$ cat src/logic/wtfr_pkg.sv
// Purpose: shared constants and types of the watchdog with feed sequence
// Assumes: classic Wishbone slave, 32-bit data, byte addresses
// Notes:   all state of the top module lives in one packed struct
package wtfr_pkg;

   ////////////////////////////////////////////////////////////////////////
   // register map
   localparam logic [31:0] ADDR_MODE    = 32'hE000_0000;
   localparam logic [31:0] ADDR_RELOAD  = 32'hE000_0004;
   localparam logic [31:0] ADDR_FEED    = 32'hE000_0008;
   localparam logic [31:0] ADDR_COUNT   = 32'hE000_000C;

   // mode register fields
   localparam int          MODE_EN_BIT   = 0;
   localparam int          MODE_RST_BIT  = 1;
   localparam int          MODE_TOF_BIT  = 2;
   localparam int          MODE_IRQ_BIT  = 3;

   // reset values and limits
   localparam logic [31:0] RELOAD_MIN    = 32'h0000_00FF;
   localparam logic [31:0] RELOAD_RST    = 32'h0000_00FF;
   localparam logic [31:0] COUNT_RST     = 32'h0000_00FF;
   localparam logic [31:0] COUNT_ZERO    = 32'h0000_0000;
   localparam logic [31:0] COUNT_ONE     = 32'h0000_0001;

   // feed values
   localparam logic [7:0]  FEED_FIRST    = 8'hAA;
   localparam logic [7:0]  FEED_SECOND   = 8'h55;

   // fixed divide-by-4 prescaler
   localparam int          PRESCALE_DIV  = 4;
   localparam logic [1:0]  PRESCALE_LAST = 2'(PRESCALE_DIV - 1);
   localparam logic [1:0]  PRESCALE_ONE  = 2'h1;
   localparam logic [1:0]  PRESCALE_RST  = 2'h0;

   ////////////////////////////////////////////////////////////////////////
   // types
   typedef enum logic [0:0] {
      FEED_IDLE,
      FEED_GOT_FIRST
   } wtfr_feed_type;

   typedef struct packed {
      logic          ack;
      logic [31:0]   rdata;
      logic          dog_enable;
      logic          chip_reset_enable;
      logic          timeout_flag;
      logic          timeout_irq_flag;
      logic          running;
      logic          err_pend;
      logic          chip_reset;
      logic [1:0]    prescale;
      logic [31:0]   reload_constant;
      logic [31:0]   current_count;
      wtfr_feed_type feed;
   } wtfr_state_type;

endpackage : wtfr_pkg

$ cat src/logic/wtfr_top.sv
// Purpose: watchdog with prescaled 32-bit down-counter and feed sequence
// Assumes: classic Wishbone slave on clk_i, inputs synchronous to clk_i
// Notes:   chip_reset_o is a one-cycle request to the system reset logic
//
// Operation
// counter decrements once per four clocks
// reload writes below 0xFF store 0xFF
// feed 0xAA then 0x55 reloads counter
// enable alone waits for first valid feed
// bad feeds ignored before first valid feed
// bad access after 0xAA fires action while running
// bad-access action appears two clocks later
// enable low keeps watchdog inactive
// interrupt mode sets flag, raises request
// reset mode resets chip, clears interrupt flag
// enable bits set-only, cleared by resets; the code also clears them on an interrupt-mode time-out
// time-out flag survives watchdog reset
// interrupt flag read-only, request held until reset
// mode bits en, reset, time-out, interrupt
// 32-bit reload, reset 0xFF, copied on feed
// count register read-only, reset 0xFF
// watchdog reset restarts program like external
// software masks interrupts during feed pair
// feed register write-only, 8-bit pair
// underflow from zero gives one action pulse
//
// The Wishbone interface to the registers was decided locally.
`timescale 1ns/1ps

module wtfr_top
(
   input  wire logic        clk_i,
   input  wire logic        rst_i,
   input  wire logic        ce_i,
   input  wire logic        cyc_i,
   input  wire logic        stb_i,
   input  wire logic        we_i,
   input  wire logic [31:0] adr_i,
   input  wire logic [3:0]  sel_i,
   input  wire logic [31:0] dat_i,
   output logic      [31:0] dat_o,
   output logic             ack_o,
   output logic             irq_o,
   output logic             chip_reset_o
);

   ////////////////////////////////////////////////////////////////////////
   // state
   wtfr_pkg::wtfr_state_type s_q;
   wtfr_pkg::wtfr_state_type s_d;

   logic        req;
   logic        hit_mode;
   logic        hit_reload;
   logic        hit_feed;
   logic        hit_count;
   logic        hit_any;
   logic        feed_first;
   logic        feed_second;
   logic        bad_acc;
   logic        tick;
   logic        underflow;
   logic        fire;
   logic [31:0] wr_merge;

   // one-cycle ack: a request is taken only while ack is low
   assign req        = cyc_i && stb_i && !s_q.ack;
   assign hit_mode   = adr_i == wtfr_pkg::ADDR_MODE;
   assign hit_reload = adr_i == wtfr_pkg::ADDR_RELOAD;
   assign hit_feed   = adr_i == wtfr_pkg::ADDR_FEED;
   assign hit_count  = adr_i == wtfr_pkg::ADDR_COUNT;
   assign hit_any    = hit_mode || hit_reload || hit_feed || hit_count;

   assign feed_first  = req && we_i && hit_feed && sel_i[0]
                        && dat_i[7:0] == wtfr_pkg::FEED_FIRST;
   assign feed_second = req && we_i && hit_feed && sel_i[0]
                        && dat_i[7:0] == wtfr_pkg::FEED_SECOND;

   // any other watchdog access while half-fed is an error, but only
   // once the dog has been started by a complete feed
   assign bad_acc = req && hit_any && !feed_second
                    && s_q.feed == wtfr_pkg::FEED_GOT_FIRST
                    && s_q.running;

   assign tick      = s_q.running
                      && s_q.prescale == wtfr_pkg::PRESCALE_LAST;
   assign underflow = tick
                      && s_q.current_count == wtfr_pkg::COUNT_ZERO;
   assign fire      = underflow || s_q.err_pend;

   // byte lanes merged onto the stored reload before the floor is applied
   always_comb
   begin
      for (int i = 0; i < 4; i++)
      begin
         wr_merge[8*i +: 8] = sel_i[i] ? dat_i[8*i +: 8]
                                       : s_q.reload_constant[8*i +: 8];
      end
   end

   ////////////////////////////////////////////////////////////////////////
   // next state
   always_comb
   begin
      s_d            = s_q;
      s_d.ack        = 1'b0;
      s_d.chip_reset = 1'b0;
      s_d.err_pend   = bad_acc;

      // prescaler and counter
      if (s_q.running)
      begin
         s_d.prescale = s_q.prescale + wtfr_pkg::PRESCALE_ONE;
         if (tick && !underflow)
         begin
            s_d.current_count = s_q.current_count
                                - wtfr_pkg::COUNT_ONE;
         end
      end

      // bus access
      if (req)
      begin
         s_d.ack   = 1'b1;
         s_d.rdata = 32'h0000_0000;
         if (!we_i)
         begin
            if (hit_mode)
            begin
               s_d.rdata[wtfr_pkg::MODE_EN_BIT]  = s_q.dog_enable;
               s_d.rdata[wtfr_pkg::MODE_RST_BIT] = s_q.chip_reset_enable;
               s_d.rdata[wtfr_pkg::MODE_TOF_BIT] = s_q.timeout_flag;
               s_d.rdata[wtfr_pkg::MODE_IRQ_BIT] = s_q.timeout_irq_flag;
            end
            else if (hit_reload)
            begin
               s_d.rdata = s_q.reload_constant;
            end
            else if (hit_count)
            begin
               s_d.rdata = s_q.current_count;
            end
         end
         else if (hit_mode && sel_i[0])
         begin
            // enable bits can only be set from software
            if (dat_i[wtfr_pkg::MODE_EN_BIT])
            begin
               s_d.dog_enable = 1'b1;
            end
            if (dat_i[wtfr_pkg::MODE_RST_BIT])
            begin
               s_d.chip_reset_enable = 1'b1;
            end
            if (!dat_i[wtfr_pkg::MODE_TOF_BIT])
            begin
               s_d.timeout_flag = 1'b0;
            end
         end
         else if (hit_reload)
         begin
            s_d.reload_constant = wr_merge < wtfr_pkg::RELOAD_MIN
                                  ? wtfr_pkg::RELOAD_MIN
                                  : wr_merge;
         end
      end

      // feed sequence
      case (s_q.feed)
         wtfr_pkg::FEED_IDLE:
         begin
            if (feed_first)
            begin
               s_d.feed = wtfr_pkg::FEED_GOT_FIRST;
            end
         end
         wtfr_pkg::FEED_GOT_FIRST:
         begin
            if (feed_second)
            begin
               s_d.feed          = wtfr_pkg::FEED_IDLE;
               s_d.current_count = s_q.reload_constant;
               s_d.prescale      = wtfr_pkg::PRESCALE_RST;
               if (s_q.dog_enable)
               begin
                  s_d.running = 1'b1;
               end
            end
            else if (req && hit_any)
            begin
               // a broken pair is dropped; when running it also fires
               s_d.feed = wtfr_pkg::FEED_IDLE;
            end
         end
         default:
         begin
            s_d.feed = wtfr_pkg::FEED_IDLE;
         end
      endcase

      // time-out action; running needs enable, so enable low never fires
      if (fire)
      begin
         s_d.timeout_flag      = 1'b1;
         s_d.running           = 1'b0;
         s_d.dog_enable        = 1'b0;
         s_d.chip_reset_enable = 1'b0;
         s_d.err_pend          = 1'b0;
         s_d.feed              = wtfr_pkg::FEED_IDLE;
         s_d.prescale          = wtfr_pkg::PRESCALE_RST;
         if (s_q.chip_reset_enable)
         begin
            // the chip reset returns the block to reset values too,
            // except the time-out flag, so software can see the cause
            s_d.chip_reset       = 1'b1;
            s_d.timeout_irq_flag = 1'b0;
            s_d.reload_constant  = wtfr_pkg::RELOAD_RST;
            s_d.current_count    = wtfr_pkg::COUNT_RST;
         end
         else
         begin
            s_d.timeout_irq_flag = 1'b1;
            s_d.current_count    = s_q.reload_constant;
         end
      end
   end

   ////////////////////////////////////////////////////////////////////////
   // registers
   always_ff @(posedge clk_i)
   begin
      if (rst_i)
      begin
         s_q.ack               <= 1'b0;
         s_q.rdata             <= 32'h0000_0000;
         s_q.dog_enable        <= 1'b0;
         s_q.chip_reset_enable <= 1'b0;
         s_q.timeout_flag      <= 1'b0;
         s_q.timeout_irq_flag  <= 1'b0;
         s_q.running           <= 1'b0;
         s_q.err_pend          <= 1'b0;
         s_q.chip_reset        <= 1'b0;
         s_q.prescale          <= wtfr_pkg::PRESCALE_RST;
         s_q.reload_constant   <= wtfr_pkg::RELOAD_RST;
         s_q.current_count     <= wtfr_pkg::COUNT_RST;
         s_q.feed              <= wtfr_pkg::FEED_IDLE;
      end
      else if (ce_i)
      begin
         s_q <= s_d;
      end
   end

   assign dat_o        = s_q.rdata;
   assign ack_o        = s_q.ack;
   assign irq_o        = s_q.timeout_irq_flag;
   assign chip_reset_o = s_q.chip_reset;

   ////////////////////////////////////////////////////////////////////////
   // checks
   reload_floor_a: assert property (
      @(posedge clk_i) disable iff (rst_i)
      s_q.reload_constant >= wtfr_pkg::RELOAD_MIN)
      else $error("reload constant below minimum");

   count_step_a: assert property (
      @(posedge clk_i) disable iff (rst_i)
      (ce_i && tick && !underflow && !fire && !feed_second)
      |=> s_q.current_count == $past(s_q.current_count) - 32'h0000_0001)
      else $error("counter did not step by one on tick");

   count_hold_a: assert property (
      @(posedge clk_i) disable iff (rst_i)
      (ce_i && !tick && !fire && !feed_second)
      |=> s_q.current_count == $past(s_q.current_count))
      else $error("counter moved without a prescaled tick");

   feed_reload_a: assert property (
      @(posedge clk_i) disable iff (rst_i)
      (ce_i && feed_second && s_q.feed == wtfr_pkg::FEED_GOT_FIRST
       && !fire)
      |=> s_q.current_count == $past(s_q.reload_constant)
          && s_q.running == $past(s_q.dog_enable))
      else $error("valid feed did not reload or start");

   idle_quiet_a: assert property (
      @(posedge clk_i) disable iff (rst_i)
      (!s_q.running && !s_q.err_pend)
      |=> !s_q.chip_reset && s_q.timeout_irq_flag
          == $past(s_q.timeout_irq_flag))
      else $error("action while watchdog not running");

   err_delay_a: assert property (
      @(posedge clk_i) disable iff (rst_i)
      (ce_i && bad_acc) ##1 ce_i
      |=> (s_q.chip_reset || s_q.timeout_irq_flag) && s_q.timeout_flag)
      else $error("bad feed access did not fire in time");

   enable_sticky_a: assert property (
      @(posedge clk_i) disable iff (rst_i)
      (s_q.dog_enable && !(ce_i && fire)) |=> s_q.dog_enable)
      else $error("enable bit cleared without time-out");

   irq_hold_a: assert property (
      @(posedge clk_i) disable iff (rst_i)
      (s_q.timeout_irq_flag
       && !(ce_i && fire && s_q.chip_reset_enable))
      |=> s_q.timeout_irq_flag)
      else $error("interrupt request dropped before reset");

   mode_reset_a: assert property (
      @(posedge clk_i) disable iff (rst_i)
      (ce_i && fire && s_q.chip_reset_enable)
      |=> s_q.chip_reset && !s_q.timeout_irq_flag && s_q.timeout_flag)
      else $error("reset mode time-out handled wrongly");

   mode_irq_a: assert property (
      @(posedge clk_i) disable iff (rst_i)
      (ce_i && fire && !s_q.chip_reset_enable)
      |=> !s_q.chip_reset && s_q.timeout_irq_flag)
      else $error("interrupt mode time-out handled wrongly");

   pulse_once_a: assert property (
      @(posedge clk_i) disable iff (rst_i)
      (ce_i && s_q.chip_reset) |=> !s_q.chip_reset)
      else $error("chip reset request longer than one cycle");

   ack_once_a: assert property (
      @(posedge clk_i) disable iff (rst_i)
      (ce_i && s_q.ack) |=> !s_q.ack)
      else $error("ack held for more than one cycle");

   enable_gate_a: assert property (
      @(posedge clk_i) disable iff (rst_i)
      !s_q.dog_enable |-> !s_q.running)
      else $error("watchdog running while disabled");

   rst_en_sticky_a: assert property (
      @(posedge clk_i) disable iff (rst_i)
      (s_q.chip_reset_enable && !(ce_i && fire)) |=> s_q.chip_reset_enable)
      else $error("reset enable cleared without time-out");

   tof_sticky_a: assert property (
      @(posedge clk_i) disable iff (rst_i)
      (s_q.timeout_flag && !(ce_i && req && we_i && hit_mode && sel_i[0]
                             && !dat_i[wtfr_pkg::MODE_TOF_BIT]))
      |=> s_q.timeout_flag)
      else $error("time-out flag lost without software clear");

   tof_set_a: assert property (
      @(posedge clk_i) disable iff (rst_i)
      (ce_i && fire) |=> s_q.timeout_flag)
      else $error("time-out flag not set on time-out");

   count_read_a: assert property (
      @(posedge clk_i) disable iff (rst_i)
      (ce_i && req && !we_i && hit_count)
      |=> s_q.rdata == $past(s_q.current_count))
      else $error("count read returned wrong value");

   reload_write_a: assert property (
      @(posedge clk_i) disable iff (rst_i)
      (ce_i && req && we_i && hit_reload && sel_i == 4'hF && !fire)
      |=> s_q.reload_constant == ($past(dat_i) < wtfr_pkg::RELOAD_MIN
                                  ? wtfr_pkg::RELOAD_MIN : $past(dat_i)))
      else $error("reload write not floored at minimum");

   reset_only_a: assert property (
      @(posedge clk_i) disable iff (rst_i)
      (ce_i && !(fire && s_q.chip_reset_enable)) |=> !s_q.chip_reset)
      else $error("chip reset request outside reset mode time-out");

   irq_only_a: assert property (
      @(posedge clk_i) disable iff (rst_i)
      (!s_q.timeout_irq_flag && !(ce_i && fire && !s_q.chip_reset_enable))
      |=> !s_q.timeout_irq_flag)
      else $error("interrupt flag set outside interrupt mode time-out");

   prescale_step_a: assert property (
      @(posedge clk_i) disable iff (rst_i)
      (ce_i && s_q.running && !fire
       && !(feed_second && s_q.feed == wtfr_pkg::FEED_GOT_FIRST))
      |=> s_q.prescale == $past(s_q.prescale) + wtfr_pkg::PRESCALE_ONE)
      else $error("prescaler did not advance while running");

endmodule : wtfr_top

$ cat config.mk
export PLATFORM = sky130hd
export DESIGN_NAME = wtfr_top
export DESIGN_NICKNAME = d
export VERILOG_FILES = /design/src/logic/wtfr_pkg.sv /design/src/logic/wtfr_top.sv
export SDC_FILE = /design/constraint.sdc
export NUM_CORES = 1
export LEC_CHECK = 0
export ABC_CLOCK_PERIOD_IN_PS = 2700
export BUFFER_PORTS_ARGS = -buffer_cell sky130_fd_sc_hd__buf_2
export CAP_MARGIN = 5
export CORE_MARGIN = 2
export CORE_UTILIZATION = 29
export DETAILED_ROUTE_END_ITERATION = 8
export PLACE_DENSITY = 0.6
export SYNTH_ARGS = -nofsm -noshare
export SYNTH_HDL_FRONTEND = slang
export SYNTH_SLANG_ARGS = --single-unit
$ cat constraint.sdc
create_clock -name clk_i -period 2.7 [get_ports clk_i]
set_clock_uncertainty 0.05 [all_clocks]
set_input_delay 0.27 -clock clk_i [delete_from_list [all_inputs] [get_ports clk_i]]
set_output_delay 0.27 -clock clk_i [all_outputs]
set_load 0.05 [all_outputs]
# Word level (Yosys, flattened, before mapping)
# Cells that the tools add are included.
op_classes:
  div: 0
  reduce_logical: 37
  multipliers: 0
  muxes: 39
  n_shift: 0
  n_lt_le_gt_ge: 1
  n_addsub: 2
  bitwise_logic: 1
  n_eq_ne: 8
ops:
  columns: ["cell", "n"]
  rows:
  - ["32-bit two-way mux", 14]
  - ["32-bit == test (second input constant)", 4]
  - ["74-bit two-way mux", 1]
  - ["36-bit two-way mux", 1]
  - ["32-bit zero test", 1]
  - ["32-bit by 8-bit less-than comparator with 1-bit output (second input constant)", 1]
  - ["8-bit two-way mux", 4]
  - ["32-bit by 1-bit subtractor with 32-bit output (second input constant)", 1]
  - ["28-bit two-way mux", 1]
  - ["2-bit nonzero test", 8]
  - ["1-bit logical AND", 15]
  - ["5-bit AND reduction", 3]
  - ["1-bit two-way mux", 11]
  - ["8-bit by 7-bit == test with 1-bit output (second input constant)", 1]
  - ["8-bit == test (second input constant)", 1]
  - ["2-bit two-way mux", 3]
  - ["3-bit two-way mux", 2]
  - ["1-bit logical OR", 4]
  - ["4-bit two-way mux", 1]
  - ["2-bit AND reduction", 2]
  - ["4-bit AND reduction", 1]
  - ["1-bit zero test", 3]
  - ["2-bit by 1-bit adder with 2-bit output (second input constant)", 1]
  - ["2-bit == test (second input constant)", 1]
  - ["3 further kinds", 3]
word_totals:
  output_inout_bits: 35
  n_memories: 0
  wordCells: 101
  latchBits: 0
  regBits: 107
  in_bits: 74
  rom_bits: 0
  mem_bits_rw: 0

# Longest topological paths before layout
logic_depth:
  word_depth: 11
  depth_mapped: 11
  ltp_nobuf: 8

# Worst setup path after synthesis
# Ideal clock, no wire load.
synth_timing:
  kind: "register -> register"
  from: "reg s_q[1] in the netlist's numbering"
  to: "reg s_q[57] in the netlist's numbering"
  arrival_time_ns: 2.431
  period_less_slack_ns: 2.598
  t_required_ns: 2.533
  path_buffers: 2
  stages_incl_launch_ff: 11
  slack_ns: 0.102
  setup_time_ns: 0.117
  path_cell_list: "dfxtp_1 -> inv_1 -> ha_1 -> or4b_1 -> clkbuf_1 -> nor4_4 -> a41o_1 -> buf_4 -> a31oi_1 -> o21a_1 -> a22o_1"
synth_via:
  elab_chain_cells: 4
synth_lines:
  columns: ["item", "line", "text"]
  rows:
  - ["from (decl)", "wtfr_top.sv:49", "wtfr_pkg::wtfr_state_type s_q;"]
  - ["32-bit zero test", "wtfr_top.sv:88", "&& s_q.current_count == wtfr_pkg::COUNT_ZERO;"]
  - ["1-bit logical AND", "wtfr_top.sv:88", null]
  - ["1-bit logical OR", "wtfr_top.sv:89", "assign fire = underflow || s_q.err_pend;"]
  - ["74-bit two-way mux", "wtfr_top.sv:202", "if (fire)"]
# No other way between the ends.
# A chain may end at the register's enable or synchronous reset.

# Worst setup path after layout
layout_timing:
  from: "reg s_q[1] in the netlist's numbering"
  to: "reg s_q[3] in the netlist's numbering"
layout_via:
  elab_chain_cells: 9
  word_cells_on_any_way: 11
  classes_between: "add/sub (1); mux (5); reduce/logical (5)"
layout_lines:
  columns: ["item", "line"]
  rows:
  - ["branches (longest 8 deep; another with 32-bit by 1-bit subtractor with 32-bit output)", null]
  - ["74-bit two-way mux (*)", "wtfr_top.sv:202"]
# Mark *: on every way between the ends.

==> run_summary.xml <==
<?xml version="1.0" encoding="UTF-8"?>
<metrics>
  <group name="synth">
    <metric name="number_of_synthesized_flops_with_an_enable_pin" unit="">0</metric>
    <metric name="post-synth-top-count-cell" unit="">sky130_fd_sc_hd__dfxtp_1</metric>
    <metric name="synth_top_cells_by_count" unit="">sky130_fd_sc_hd__dfxtp_1 (107), sky130_fd_sc_hd__nor2_1 (68), sky130_fd_sc_hd__nand2_1 (57)</metric>
    <metric name="synth_mux_area_share" unit="%">1.22</metric>
    <metric name="ys_ff_latch" unit="">107</metric>
    <metric name="postSynthNetCount" unit="">814</metric>
    <metric name="netlist-cell-type-count" unit="">73</metric>
    <metric name="synthFlopType" unit="">sky130_fd_sc_hd__dfxtp_1</metric>
    <metric name="postSynthAreaPerCell" unit="µm²">8.32</metric>
    <metric name="yosys-top-cells-area" unit="">sky130_fd_sc_hd__dfxtp_1 (35%), sky130_fd_sc_hd__a22o_1 (6.0%), sky130_fd_sc_hd__a22oi_1 (5.1%), sky130_fd_sc_hd__buf_4 (4.3%), sky130_fd_sc_hd__nor2_1 (4.2%)</metric>
    <metric name="postSynth.asyncResetShare" unit="%">0</metric>
    <metric name="synth_compound_area_share" unit="%">28.2</metric>
    <metric name="netlist_area" unit="µm²">6140</metric>
    <metric name="synth_sequential_area_ratio" unit="%">34.9</metric>
    <metric name="post_synth_xor_area_fraction" unit="%">0.571</metric>
    <metric name="netlist.area_leader.share" unit="%">34.9</metric>
    <metric name="synthesized_area_fraction_occupied_by_and_or_nand_nor_cells" unit="%">25.7</metric>
    <metric name="postSynthCellCount" unit="">738</metric>
    <metric name="adder_cell_fraction_of_synth_area" unit="%">0.408</metric>
    <metric name="main_combinational_cell_family_by_area_after_synthesis" unit="">compound AO/OA/AOI/OAI gates</metric>
    <metric name="cell_accounting_for_the_most_synthesized_area" unit="">sky130_fd_sc_hd__dfxtp_1</metric>
    <metric name="synth.yosys.warnings" unit="">0</metric>
  </group>
  <group name="layout">
    <metric name="synthToLayoutAreaGrowth" unit="%">23.6</metric>
    <metric name="num-nets-final" unit="">936</metric>
    <metric name="final.fill_count" unit="">2190</metric>
    <metric name="final-seq-area" unit="µm²">2140</metric>
    <metric name="filler_free_cell_count_of_the_finished_design" unit="">1141</metric>
    <metric name="multi_input_comb_area" unit="µm²">3480</metric>
    <metric name="layout_cells_sized_above_1" unit="%">28.8</metric>
  </group>
  <group name="setup_path">
    <metric name="setup.worst_path.start_class" unit="">flop</metric>
    <metric name="most_prevalent_standard_cell_on_the_critical_path" unit="">sky130_fd_sc_hd__buf_4</metric>
    <metric name="critical_path.cell_chain" unit="">inv_1 -&gt; ha_1 -&gt; or4b_4 -&gt; nor4_4 -&gt; buf_4 -&gt; a31oi_4 -&gt; buf_4 -&gt; a21oi_2 -&gt; a311o_1 -&gt; a41o_1</metric>
    <metric name="worst-endpoint-required" unit="ns">2.96</metric>
    <metric name="worst_ep_arrival_time" unit="ns">2.85</metric>
    <metric name="critPathKind" unit="">reg -&gt; reg</metric>
    <metric name="timing.critical_path.slowest_cell_delay" unit="ns">0.51</metric>
    <metric name="cpMaxStageDelayCell" unit="">sky130_fd_sc_hd__or4b_4</metric>
    <metric name="crit_path_max_fanout" unit="">11</metric>
    <metric name="worst_setup_path_end_kind" unit="">flop</metric>
  </group>
  <group name="sta">
    <metric name="final-setup-viol-count" unit="">0</metric>
    <metric name="finalMaxSlewViolations" unit="">0</metric>
    <metric name="post-route-min-period" unit="ns">2.59</metric>
    <metric name="worst_pin_slew" unit="ns">0.622</metric>
    <metric name="fmaxAchievable" unit="MHz">387</metric>
    <metric name="timing.max_slew.rel_slack" unit="%">58.4</metric>
    <metric name="finalHoldViolCount" unit="">0</metric>
    <metric name="rsz0062_at_grt" unit="">yes</metric>
    <metric name="fin_crit_sh" unit="%">95.8</metric>
  </group>
  <group name="power">
    <metric name="leakagePower" unit="nW">3.03</metric>
    <metric name="peakVddDrop" unit="mV">0.330</metric>
    <metric name="total_power" unit="W">0.00340</metric>
    <metric name="power_per_cell_area" unit="nW/µm²">448</metric>
  </group>
  <group name="cts">
    <metric name="clock_path_buffers" unit="">2</metric>
    <metric name="clock_insertion_delay_worst_skew" unit="ns">0.37</metric>
    <metric name="clock_tree_from_tritoncts" unit="">done</metric>
    <metric name="tritoncts_num_sinks" unit="">107</metric>
    <metric name="clock_pin_transition_on_the_worst_setup_and_hold_timing_paths" unit="ns">0.07</metric>
    <metric name="cts-root-buf" unit="">sky130_fd_sc_hd__clkbuf_16</metric>
    <metric name="numCtsBuffers" unit="">9</metric>
    <metric name="cts_max_level" unit="">3</metric>
    <metric name="holdBufCountCts" unit="">0</metric>
  </group>
  <group name="drt">
    <metric name="met2WireLength" unit="µm">9640</metric>
    <metric name="number_of_vias_per_cell" unit="">5.57</metric>
    <metric name="post-route-drc-count" unit="">0</metric>
    <metric name="routed_wire_length" unit="µm">21700</metric>
    <metric name="number_of_routed_nets_with_antenna_violations" unit="">0</metric>
    <metric name="drt-pass1-iter-count" unit="">5</metric>
    <metric name="route.layer.met1.wl" unit="µm">9710</metric>
    <metric name="drt-wirelength-per-cell" unit="µm">19.0</metric>
    <metric name="routed.top_layer" unit="">met4</metric>
    <metric name="total_vias_in_the_final_route" unit="">6354</metric>
    <metric name="route.met3.wl" unit="µm">1970</metric>
    <metric name="drt_iter0_markers" unit="">552</metric>
  </group>
  <group name="floorplan">
    <metric name="core.rowCount" unit="">53</metric>
    <metric name="die_h" unit="µm">149</metric>
    <metric name="core-area" unit="µm²">20900</metric>
    <metric name="fp.dieArea" unit="µm²">22300</metric>
    <metric name="die_w" unit="µm">149</metric>
    <metric name="io_pins" unit="">109</metric>
    <metric name="floorplan.initialDensity" unit="%">29.4</metric>
  </group>
  <group name="placement">
    <metric name="numPlacedInstances" unit="">1120</metric>
    <metric name="portBuffers" unit="">108</metric>
    <metric name="place.gp.congestion" unit="">0.967</metric>
    <metric name="dp_hpwl" unit="µm">16300</metric>
  </group>
  <group name="worst_hold_path">
    <metric name="min-delay-path-class" unit="">in -&gt; reg</metric>
  </group>
  <group name="run_status">
    <metric name="status" unit="">finished, final reports clean</metric>
  </group>
  <group name="global_routing">
    <metric name="gr-usage-all-layers" unit="%">19.5</metric>
    <metric name="via_count_of_the_first_global_routing_pass" unit="">5850</metric>
    <metric name="first_pass_grt_wire_length" unit="µm">33800</metric>
    <metric name="grt_max_degree" unit="">44</metric>
    <metric name="gr-total-overflow" unit="">0</metric>
    <metric name="number_of_antenna_violations_at_the_first_check_in_global_routing" unit="">1</metric>
  </group>
  <group name="job">
    <metric name="max-cap-violations" unit="">0</metric>
  </group>
</metrics>
==> worst max-delay path: cells and delay by family, from the launching register on <==
| kind | cells | cell delay, ns |
|---|---|---|
| compound gates | 4 | 0.83 |
| buf+inv | 3 | 0.49 |
| fa+ha+maj | 1 | 0.18 |
| simple gates | 2 | 0.68 |
| flops | 1 | 0.31 |
==> cell families after synthesis <==
group,Yosys count
and+or+nand+nor,289
AOI/OAI and AO/OA,227
DFF,107
buffers and inverters,102
muxes,7
xor gates and xnor gates,4
adders and majority gates,2
==> stage by stage <==
step	cell area (µm²)	hold slack [ns]	TNS, ns	util (%)	worst slack, ns
finish	7590	0.0743	0	36.3	0.113
global route	7590	0.0751	-0.0238	36.3	-0.0185
CTS	7550	0.0697	0	36.1	0.0337
detailed placement	7190	0.391	-2.03	34.4	-0.0929
global placement	7190	0.385	-1.48	34.4	-0.0646
floorplan	6140	0.346	0	-	0.102
==> repair_timing <==
item / CTS / global route
hold endpoints to repair: 0 / 0
pin swaps: 0 / 1
setup buffers: 0 / 4
setup endpoints to repair: 25 / 48
gates resized for setup: 3 / 2
cloned: 0 / 0
==> routing by layer <==
layer  vias to the layer above  global-route usage, %
met5                         -                      0
met4                         0                   6.24
met3                        25                   4.36
met2                       322                   30.2
met1                      2974                   26.9
li1                       3033                      -
==> path summary, 6_finish.rpt <==
check / startpoint / end / slack (ns) / depth (start not counted)
max: s_q[1] / s_q[3] / 0.11 / 10
max reg2reg: s_q[1] / s_q[3] / 0.11 / 10
min: dat_i[15] / s_q[48] / 0.07 / 2
min reg2reg: dat_o[14] / dat_o[14] / 0.40 / 2
==> report_power, final <==
group	switching (W)	internal, W
Sequential	0.00000428	0.00158
Clock	0.000640	0.000905
Combinational	0.000170	0.0000996
Total	0.000815	0.00258
==> cell usage in the layout, fill, tap and decap left out, types with 4 or more instances in the layout <==
master                      synthesis  final
sky130_fd_sc_hd__buf_2              9    108
sky130_fd_sc_hd__dfxtp_1          107    107
sky130_fd_sc_hd__buf_4             35     82
sky130_fd_sc_hd__nor2_1            68     67
sky130_fd_sc_hd__nand2_1           57     57
sky130_fd_sc_hd__a22oi_1           42     42
sky130_fd_sc_hd__a22o_1            42     42
sky130_fd_sc_hd__a21oi_1           33     33
sky130_fd_sc_hd__nor3_1            33     31
sky130_fd_sc_hd__nand3_1           24     24
sky130_fd_sc_hd__inv_1             21     21
sky130_fd_sc_hd__o21ai_0           21     21
sky130_fd_sc_hd__nor4_1            19     19
sky130_fd_sc_hd__nand4_1           19     19
sky130_fd_sc_hd__a31oi_1           14     14
sky130_fd_sc_hd__or3_1             13     13
sky130_fd_sc_hd__a2bb2oi_1         11     11
sky130_fd_sc_hd__clkbuf_16          0      9
sky130_fd_sc_hd__o31ai_1            7      7
sky130_fd_sc_hd__o32ai_1            7      7
sky130_fd_sc_hd__and2_1             6      6
sky130_fd_sc_hd__or4_1              6      6
sky130_fd_sc_hd__mux2i_1            6      6
sky130_fd_sc_hd__nor3_2             3      5
sky130_fd_sc_hd__a31o_2             5      5
sky130_fd_sc_hd__nor4b_2            4      4
sky130_fd_sc_hd__and3_1             4      4
sky130_fd_sc_hd__or2_2              4      4
sky130_fd_sc_hd__nand2b_1           4      4
sky130_fd_sc_hd__o211ai_1           4      4
==> registers in the layout, indices dropped and copies added, names as in the netlist <==
name / cells
s_q: 72
irq_o: 1
ack_o: 1
chip_reset_o: 1
dat_o: 32
==> final cells by class <==
cell class | count | area share (%)
Antenna cell | 1 | 0.0330
Clock buffer | 9 | 2.97
Clock inverter | 7 | 1.53
Inverter | 21 | 1.04
Multi-Input combinational cell | 529 | 45.9
Sequential cell | 107 | 28.2
Tap cell | 275 | 4.53
Timing Repair Buffer | 192 | 15.8
Power figures use the tool's default switching activity.
